### config.mk
export PLATFORM = sky130hd
export DESIGN_NAME = basic_timer
export DESIGN_NICKNAME = d
export VERILOG_FILES = /design/src/include/timer_pkg.sv /design/src/logic/prescale_divider.sv /design/src/logic/basic_timer.sv
export SDC_FILE = /design/constraint.sdc
export NUM_CORES = 1
export LEC_CHECK = 0
export BUFFER_PORTS_ARGS = -buffer_cell sky130_fd_sc_hd__buf_2
export CORE_MARGIN = 3
export CORE_UTILIZATION = 45
export DETAILED_ROUTE_END_ITERATION = 16
export PLACE_DENSITY_LB_ADDON = 0.12
export SLEW_MARGIN = 20
export SYNTH_ARGS = -nofsm -noshare
export SYNTH_HDL_FRONTEND = slang
export SYNTH_HIERARCHICAL = 1
export SYNTH_SLANG_ARGS = --single-unit
### constraint.sdc
create_clock -name sys_clk -period 4.6 [get_ports sys_clk]
set_input_delay 0.69 -clock sys_clk [delete_from_list [all_inputs] [get_ports sys_clk]]
set_output_delay 0.69 -clock sys_clk [all_outputs]
set_load 0.02 [all_outputs]
### src/include/timer_pkg.sv
// Purpose: Shared constants for the basic up-counting timer with update control.
// Assumes: 32-bit classic Wishbone register bus, one 100 MHz clock.
// Notes: Register offsets are byte addresses; each register takes one aligned word.
package timer_pkg;

    // Register byte offsets.
    localparam logic [7:0] OFS_CONTROL   = 8'h00;
    localparam logic [7:0] OFS_IRQ_MASK  = 8'h0c;
    localparam logic [7:0] OFS_STATUS    = 8'h10;
    localparam logic [7:0] OFS_TRIGGER   = 8'h14;
    localparam logic [7:0] OFS_COUNT     = 8'h24;
    localparam logic [7:0] OFS_DIVISOR   = 8'h28;
    localparam logic [7:0] OFS_RELOAD    = 8'h2c;

    // Control field positions.
    localparam int BIT_RUN_ENABLE    = 0;
    localparam int BIT_EVENT_DISABLE = 1;
    localparam int BIT_REQ_SOURCE    = 2;
    localparam int BIT_SINGLE_SHOT   = 3;
    localparam int BIT_RELOAD_BUFFER = 7;

    // Status, mask and trigger field position.
    localparam int BIT_UPDATE_FLAG   = 0;
    localparam int BIT_SOFT_REQUEST  = 0;

    // Values after reset.
    localparam logic [15:0] RST_CONTROL  = 16'h0000;
    localparam logic [15:0] RST_DIVISOR  = 16'h0000;
    localparam logic [15:0] RST_RELOAD   = 16'hffff;
    localparam logic [15:0] RST_COUNT    = 16'h0000;

    // Writable bits of the control register.
    localparam logic [15:0] CONTROL_MASK = 16'h008f;

    // Bus answer latency in cycles after the request is seen.
    localparam int BUS_ACK_CYCLES = 1;

endpackage

### src/logic/prescale_divider.sv
// Purpose: Prescaler counter that turns the timer clock into a counter clock enable.
// Assumes: divisor is the active shadow value, held stable between update events.
// Notes: tick is a one-cycle pulse every divisor plus one enabled cycles.
`timescale 1ns/100ps
module prescale_divider #(
    parameter int WIDTH = 16
) (
    input  wire logic             sys_clk,
    input  wire logic             rst,
    input  wire logic             run,
    input  wire logic             restart,
    input  wire logic [WIDTH-1:0] divisor,
    output logic                  tick
);
    import timer_pkg::*;

    logic [WIDTH-1:0] phase;
    logic [WIDTH-1:0] next_phase;

    // Count enabled cycles and fire once the phase reaches the divisor.
    always_comb begin
        next_phase = phase;
        tick       = 1'b0;
        if (restart) begin
            next_phase = '0;
        end else if (run) begin
            if (phase >= divisor) begin
                next_phase = '0;
                tick       = 1'b1;
            end else begin
                next_phase = phase + 1'b1;
            end
        end
    end

    // Register the prescaler phase.
    always_ff @(posedge sys_clk) begin
        if (rst) begin
            phase <= '0;
        end else begin
            phase <= next_phase;
        end
    end

endmodule

### src/logic/basic_timer.sv
// Purpose: Sixteen-bit up-counting timer with update event, one-shot and reload buffering.
// Assumes: Classic Wishbone slave, 32-bit data, byte address on adr, single clock sys_clk.
// Notes: Control, count, divisor and reload are sixteen bits in the low lanes; mask and status use bit 0 only; upper bits read as zero.
//
// The Wishbone interface to the registers was chosen for this implementation.
`timescale 1ns/100ps
module basic_timer #(
    parameter int CNT_WIDTH = 16
) (
    input  wire logic        sys_clk,
    input  wire logic        rst,
    input  wire logic        cyc,
    input  wire logic        stb,
    input  wire logic        we,
    input  wire logic [7:0]  adr,
    input  wire logic [3:0]  sel,
    input  wire logic [31:0] dat_w,
    output logic      [31:0] dat_r,
    output logic             ack,
    output logic             irq,
    output logic             refresh_event,
    output logic             counter_running
);
    import timer_pkg::*;

    // Merge the two low byte lanes of a write into a sixteen-bit register.
    function automatic logic [15:0] lane_merge(input logic [15:0] old_value,
                                               input logic [31:0] data,
                                               input logic [3:0]  lanes);
        logic [15:0] merged;
        merged = old_value;
        if (lanes[0]) begin
            merged[7:0] = data[7:0];
        end
        if (lanes[1]) begin
            merged[15:8] = data[15:8];
        end
        return merged;
    endfunction

    // Register state.
    logic [15:0]          timer_control_one;
    logic [15:0]          prescale_divisor;
    logic [15:0]          reload_limit;
    logic                 irq_mask;
    logic                 update_flag;
    logic                 soft_refresh_request;

    // Active shadows and counter.
    logic [15:0]          divisor_value;
    logic [CNT_WIDTH-1:0] reload_value;
    logic [CNT_WIDTH-1:0] count;

    // Next values.
    logic [15:0]          next_timer_control_one;
    logic [15:0]          next_prescale_divisor;
    logic [15:0]          next_reload_limit;
    logic                 next_irq_mask;
    logic                 next_update_flag;
    logic                 next_soft_refresh_request;
    logic [15:0]          next_divisor_value;
    logic [CNT_WIDTH-1:0] next_reload_value;
    logic [CNT_WIDTH-1:0] next_count;
    logic [31:0]          next_dat_r;
    logic                 next_ack;

    // Decoded control fields.
    logic                 count_run_enable;
    logic                 refresh_event_disable;
    logic                 refresh_request_source;
    logic                 single_shot_select;
    logic                 reload_buffer_enable;

    // Internal event terms.
    logic                 bus_take;
    logic                 bus_write;
    logic                 bus_read;
    logic                 count_tick;
    logic                 overflow;
    logic [CNT_WIDTH-1:0] limit_now;
    logic                 update_request;

    // Control fields are plain bits of the control register.
    assign count_run_enable       = timer_control_one[BIT_RUN_ENABLE];
    assign refresh_event_disable  = timer_control_one[BIT_EVENT_DISABLE];
    assign refresh_request_source = timer_control_one[BIT_REQ_SOURCE];
    assign single_shot_select     = timer_control_one[BIT_SINGLE_SHOT];
    assign reload_buffer_enable   = timer_control_one[BIT_RELOAD_BUFFER];
    assign counter_running        = count_run_enable;

    // A request is taken once; ack drops the cycle after it is given.
    assign bus_take  = cyc && stb && !ack;
    assign bus_write = bus_take && we;
    assign bus_read  = bus_take && !we;

    // Without buffering the written reload value is used at once.
    assign limit_now = reload_buffer_enable ? reload_value
                                            : reload_limit[CNT_WIDTH-1:0];

    // The prescaler only runs while enabled and a non-zero reload is active.
    prescale_divider #(
        .WIDTH (16)
    ) prescale_divider_inst (
        .sys_clk (sys_clk),
        .rst     (rst),
        .run     (count_run_enable && (limit_now != '0)),
        .restart (soft_refresh_request),
        .divisor (divisor_value),
        .tick    (count_tick)
    );

    // Overflow is the wrap from the reload value back to zero.
    assign overflow = count_tick && (count >= limit_now);

    // Update event from overflow or software request, unless disabled.
    assign refresh_event = !refresh_event_disable
                           && (overflow || soft_refresh_request);

    // Flag source: software requests only count when the source bit is clear.
    assign update_request = refresh_event
                            && (overflow || !refresh_request_source);

    // One interrupt level, high while an unmasked flag is set.
    assign irq = update_flag && irq_mask;

    // Next state of counter, shadows, control and status.
    always_comb begin
        next_timer_control_one    = timer_control_one;
        next_prescale_divisor     = prescale_divisor;
        next_reload_limit         = reload_limit;
        next_irq_mask             = irq_mask;
        next_update_flag          = update_flag;
        next_soft_refresh_request = 1'b0;
        next_divisor_value        = divisor_value;
        next_reload_value         = reload_value;
        next_count                = count;

        // Software writes land at the acknowledging edge.
        if (bus_write) begin
            case (adr)
                OFS_CONTROL: begin
                    next_timer_control_one = lane_merge(timer_control_one, dat_w, sel)
                                             & CONTROL_MASK;
                end
                OFS_IRQ_MASK: begin
                    if (sel[0]) begin
                        next_irq_mask = dat_w[BIT_UPDATE_FLAG];
                    end
                end
                OFS_TRIGGER: begin
                    if (sel[0]) begin
                        next_soft_refresh_request = dat_w[BIT_SOFT_REQUEST];
                    end
                end
                OFS_COUNT: begin
                    next_count = CNT_WIDTH'(lane_merge(16'(count), dat_w, sel));
                end
                OFS_DIVISOR: begin
                    next_prescale_divisor = lane_merge(prescale_divisor, dat_w, sel);
                end
                OFS_RELOAD: begin
                    next_reload_limit = lane_merge(reload_limit, dat_w, sel);
                end
                default: begin
                end
            endcase
        end

        // A status read clears the flag before any new event is applied.
        if (bus_read && adr == OFS_STATUS) begin
            next_update_flag = 1'b0;
        end

        // Counting: software request restarts, a tick advances or wraps.
        if (soft_refresh_request) begin
            next_count = '0;
        end else if (count_tick) begin
            if (overflow) begin
                next_count = '0;
            end else begin
                next_count = count + 1'b1;
            end
        end

        // Update event refreshes shadows and may stop a one-shot run.
        if (refresh_event) begin
            next_divisor_value = prescale_divisor;
            next_reload_value  = reload_limit[CNT_WIDTH-1:0];
            if (single_shot_select) begin
                next_timer_control_one[BIT_RUN_ENABLE] = 1'b0;
            end
        end

        // The flag set wins over a clear in the same cycle.
        if (update_request) begin
            next_update_flag = 1'b1;
        end
    end

    // Register counter, shadows, control and status.
    always_ff @(posedge sys_clk) begin
        if (rst) begin
            timer_control_one    <= RST_CONTROL;
            prescale_divisor     <= RST_DIVISOR;
            reload_limit         <= RST_RELOAD;
            irq_mask             <= 1'b0;
            update_flag          <= 1'b0;
            soft_refresh_request <= 1'b0;
            divisor_value        <= RST_DIVISOR;
            reload_value         <= RST_RELOAD[CNT_WIDTH-1:0];
            count                <= RST_COUNT[CNT_WIDTH-1:0];
        end else begin
            timer_control_one    <= next_timer_control_one;
            prescale_divisor     <= next_prescale_divisor;
            reload_limit         <= next_reload_limit;
            irq_mask             <= next_irq_mask;
            update_flag          <= next_update_flag;
            soft_refresh_request <= next_soft_refresh_request;
            divisor_value        <= next_divisor_value;
            reload_value         <= next_reload_value;
            count                <= next_count;
        end
    end

    // Read data and acknowledge for the bus; unmapped offsets read zero.
    always_comb begin
        next_dat_r = 32'h0000_0000;
        next_ack   = bus_take;
        if (bus_read) begin
            case (adr)
                OFS_CONTROL: begin
                    next_dat_r = {16'h0000, timer_control_one};
                end
                OFS_IRQ_MASK: begin
                    next_dat_r[BIT_UPDATE_FLAG] = irq_mask;
                end
                OFS_STATUS: begin
                    next_dat_r[BIT_UPDATE_FLAG] = update_flag;
                end
                OFS_COUNT: begin
                    next_dat_r = {16'h0000, 16'(count)};
                end
                OFS_DIVISOR: begin
                    next_dat_r = {16'h0000, prescale_divisor};
                end
                OFS_RELOAD: begin
                    next_dat_r = {16'h0000, reload_limit};
                end
                default: begin
                    next_dat_r = 32'h0000_0000;
                end
            endcase
        end
    end

    // Register the bus answer.
    always_ff @(posedge sys_clk) begin
        if (rst) begin
            dat_r <= 32'h0000_0000;
            ack   <= 1'b0;
        end else begin
            dat_r <= next_dat_r;
            ack   <= next_ack;
        end
    end

endmodule

Word-level counts from Yosys, hierarchy flattened --
Cells that the tools add are included.
Cells by class: add/sub/neg operators 2, multiply operators 0, divide/modulo/power cells 0, order comparisons 2, equal/unequal tests 6, shifts and indexed selects 0, multiplexer cells 20, bitwise logic cells 4, reductions and logical operators 34
Operators with widths (number):
- 2-to-1 mux 16 bit | 6
- case mux 15 bit (4 select lines) | 1
- adder 16 x 1 -> 16 bit, second input constant | 2
- greater-or-equal comparator 16 bit | 2
- == test 8 x 6 -> 1 bit, second input constant | 3
- AND reduction 3 bit | 8
- == test 8 x 5 -> 1 bit, second input constant | 2
- 2-to-1 mux 8 bit | 2
- nonzero test 16 bit | 1
- logical AND 1 bit | 10
- 2-to-1 mux 1 bit | 10
- nonzero test 2 bit | 5
- == test 8 x 4 -> 1 bit, second input constant | 1
- logical NOT 8 bit | 1
- case mux 1 bit (6 select lines) | 1
- logical NOT 1 bit | 4
- NOT 1 bit | 4
- OR reduction 2 bit | 2
- OR reduction 4 bit | 1
- logical OR 1 bit | 2
Word-level totals: flip-flop bits (word level) 137, latch bits 0, bits in writable memories 0, bits in read-only memories 0, bits of input ports 49, output and inout port bits 36, logic and storage cells 84, memories kept 0

Longest topological paths before layout --
depth in word-level cells 10, depth in mapped cells 13, mapped depth without buffers 11

Hierarchy --
Netlist, hierarchy kept.
By module, submodules not included:
- basic_timer | instances 1, cells each 622, area an instance 5571.6 µm², seq. area each 2102.0 µm²
- prescale_divider | instances 1, cells each 138, area an instance 1178.6 µm², seq. area each 320.3 µm²

Worst setup path after synthesis --
No wires, ideal clock.
path kind register to output, from reg timer_control_one[7], to out refresh_event, arrival time 2.899 ns, data required time 3.910 ns, slack 1.011 ns, cell stages (with the launch flop) 12, buffers on the path 4, path through dfxtp_1 -> clkbuf_1 -> buf_2 -> mux2i_1 -> nand4_1 -> o41a_1 -> buf_2 -> inv_1 -> a311oi_1 -> clkinv_1 -> a221oi_4 -> buf_6
On the way: longest elaborated chain between the ends 8, elaborated cells on any way between the ends 9, classes of those cells 1 x order compare; 3 x mux; 5 x reduce/logical
RTL lines:
- from (decl) | line basic_timer.sv:42 | logic [15:0] timer_control_one;
- from (signal assigned) | line basic_timer.sv:213 | timer_control_one <= next_timer_control_one;
- 2-to-1 mux 16 bit | line basic_timer.sv:97 | assign limit_now = reload_buffer_enable ? reload_value
- nonzero test 16 bit | line basic_timer.sv:106 | .run (count_run_enable && (limit_now != '0)),
- logical AND 1 bit | line basic_timer.sv:106
- 2-to-1 mux 1 bit | line prescale_divider.sv:26 | end else if (run) begin
- 2-to-1 mux 1 bit | line prescale_divider.sv:24 | if (restart) begin
- named net count_tick | line basic_timer.sv:78 | logic count_tick;
- logical AND 1 bit | line basic_timer.sv:113 | assign overflow = count_tick && (count >= limit_now);
- logical OR 1 bit | line basic_timer.sv:117 | && (overflow || soft_refresh_request);
- logical AND 1 bit | line basic_timer.sv:117
- to (decl) | line basic_timer.sv:21 | output logic refresh_event,
The timed path passes the listed nets, and every way through them passes these cells.

Worst setup path in the final report --
Ends and elaborated chain as after synthesis.

==> metrics.md <==
| Metric | Value |
|---|---|
| Peak VDD IR | around 0.00024 V |
| Clock Path Buffers | 2 |
| CTS Hold Bufs | 0 |
| TNS Setup | 0 ps |
| Slew headroom | 0.364 |
| Pwr dens | 315 nW/um2 |
| Setup CP Type | register to output pin |
| Slew Viols, Final | 0 |
| 1st-iter DRT viols | 370 |
| Sw frac | 0.234 |
| Status | finished clean |
| Root Buffer | clkbuf_16 |
| Synth Cell Area | between 6000 and 7000 um2 |
| Largest net degree at the start of global routing | 58 |
| Die footprint | ~17000 um2 |
| Layout cells sized above 1 | 0.155 |
| Ys flop type | dfxtp_1 |
| Antenna-violating nets left | 0 |
| Crit Path Max Fanout | 17 |
| Lkg Pwr | ~2.8 nW |
| Clock Sinks | between 100 and 150 |
| First-pass GRT wire length | 29700 um |
| Dpl cells | around 960 |
| Drt via density | a little under 6 |
| Top-count cell post-synth | dfxtp_1 |
| Fin cells | 988 |
| Core footprint | between 10000 and 15000 um2 |
| All-Layer GR Usage | 0.229 |
| Ys async rst share | 0 |
| Syn Inst Count | 760 |
| Row cnt | 44 |
| Crit path capture type | output pin |
| TritonCTS clock tree | yes |
| Fmax | 228 MHz |
| Final Setup Violations | 0 |
| Sequential element share of the synthesized area | 0.359 |
| Final period util | 0.953 |
| Initial antenna violation count | 0 |
| Final net count | 876 |
| Initial Util | 0.463 |
| Clk slew on worst S/H paths | around 60 ps |
| PortBufs | 50 |
| Via count | about 5800 |
| EDFF count, synth | 0 |
| CTS H-Tree Depth | 4 |
| Fillers | about 1400 |
| GPL Wtd Cong | ~0.90 |
| Final WL | around 18000 um |
| ANT cells | 0 |
| Post-CTS setup buffer count | 0 |
| Top cells by count, synth | dfxtp_1, nor2_1, mux2i_1 |
| Die width | ~130 um |
| Worst Tran Pin Value | 954 ps |
| Avg WL per Cell | roughly 19 um |
| Syn avg cell area | approximately 8.9 um2 |
| Io pins | 85 |
| Internal | roughly 0.0018 W |
| CP Data Required Time | ~3900 ps |
| DRT Pass-1 Iters | 7 |
| Vias in the first global route | 5566 |
| Flop pwr share | 0.442 |
| HP Class | register to register |
| Synth area leaders | dfxtp_1, mux2i_1, ha_1, nor2_1, nand2b_1 |
| Drt drc | 0 |
| Max-cap viol count | 0 |
| Yosys cell types | 68 |
| Synth Register Bits | about 120 |
| Worst skew pair latency | ~420 ps |
| DP Wirelength | around 13000 um |
| Clock group share of total power | 0.523 |
| Synth area leader | dfxtp_1 |
| Die Height | approximately 130 um |
| CTS buffer count | 17 |
| GRT Residual Overflow | 0 |
| Hold violation count in the final report | 0 |
| Setup Skew | around 6.8 ps |
| PostCTS Resize Cnt | 0 |
| Crit path time final | about 4400 ps |
| Post-synth top area share | 0.359 |
| Yosys warnings | 6 |
| Unrepaired setup endpoints after global routing | no |
| Gate power share | 0.035 |
| Synthesis-to-finish area growth | 11.8% |
| Net load switching power | roughly 0.00056 W |
| Worst EP arrival | 3690 ps |
| Crit start category | register |
through the flow:
stage	utilization	area, um2	total power [W]	hold slack, ps	setup slack, ps
after CTS	0.517	7540	0.00239	460	329
after detailed placement	0.480	7000	0.00115	452	774
final	0.517	7540	0.00238	467	218
after global routing	0.517	7540	0.00244	482	96.5
after global placement	0.480	7000	0.00115	447	865
after floorplan	-	6810	0.00113	447	1010
power groups by stage:
| stage | registers [W] | clock network (W) | logic [W] |
|---|---|---|---|
| floorplan | 0.00107 | 0 | 0.0000597 |
| global placement | 0.00107 | 0 | 0.0000818 |
| detailed placement | 0.00107 | 0 | 0.0000828 |
| CTS | 0.00105 | 0.00126 | 0.0000831 |
| global route | 0.00105 | 0.00130 | 0.0000912 |
| finish | 0.00105 | 0.00124 | 0.0000841 |
final timing paths:
| check | startpoint | cells past startpoint | slack (ps) | end |
|---|---|---|---|---|
| max | timer_control_one[7]$_SDFFE_PP0P_ | 10 | 220 | refresh_event |
| min | timer_control_one[7]$_SDFFE_PP0P_ | 2 | 470 | timer_control_one[7]$_SDFFE_PP0P_ |
| max reg2reg | timer_control_one[7]$_SDFFE_PP0P_ | 11 | 610 | reload_value[10]$_SDFFE_PP1P_ |
| min reg2reg | timer_control_one[7]$_SDFFE_PP0P_ | 2 | 470 | timer_control_one[7]$_SDFFE_PP0P_ |
state kept, by name, indices dropped and copies added (netlist names):
name / cells
prescale_divisor: 16
reload_value: 16
irq_mask: 1
count: 16
timer_control_one: 5
reload_limit: 16
soft_refresh_request: 1
divisor_value: 16
prescale_divider_inst/phase: 16
update_flag: 1
dat_r: 16
ack: 1
critical path, cell delays in order, from the launching register on:
cell and delay [ps]:
dfxtp_1 340, buf_4 310, mux2i_1 140, and2_1 170, nand3b_1 90, o41a_1 420
inv_1 140, a311oi_2 390, clkinv_1 490, a221oi_4 530, buf_2 240
metal layers:
layer | share of wire | vias up | global-route usage
met5 | 0 | - | 0
met4 | 0.015 | 0 | 0.0662
met3 | 0.050 | 25 | 0.0515
met2 | 0.47 | 161 | 0.367
met1 | 0.47 | 2806 | 0.310
li1 | - | 2762 | -
kinds of logic after synthesis:
family / count (synthesis) / synth area share
multiplexers: 67 / 0.0997
flip-flops: 121 / 0.359
AO/OA/AOI/OAI: 144 / 0.155
adder cells (fa/ha/maj): 34 / 0.0630
XOR/XNOR: 16 / 0.0208
other: 1 / 0.000556
AND/OR/NAND/NOR: 285 / 0.231
buffers and inverters: 92 / 0.0712
cell usage in the layout, fill, tap and decap left out, types with 8 or more instances in the layout:
cell type	count
nand4_1	19
inv_1	31
nand2b_1	34
dfxtp_1	121
a211o_1	16
conb_1	16
nor2b_1	21
a22oi_1	19
nand3_1	28
nor2_2	9
and3_1	14
clkbuf_16	17
mux2i_1	65
nor3_1	18
buf_4	9
ha_1	34
o21ai_0	13
a21oi_1	34
nor2_1	70
xnor2_1	9
buf_2	50
nand2_1	35
a31oi_1	20
a21oi_2	8
cell type report:
cell class                 count  area, um2  area share
clock buffer                  18        439      0.0582
clock inverter                12        104      0.0138
inverter                      32        120      0.0159
multi-input combinational    562       3910       0.518
sequential                   121       2420       0.321
tap                          184        230      0.0305
timing repair buffer          59        318      0.0421
Note: power is estimated with default switching activity, not from simulation.
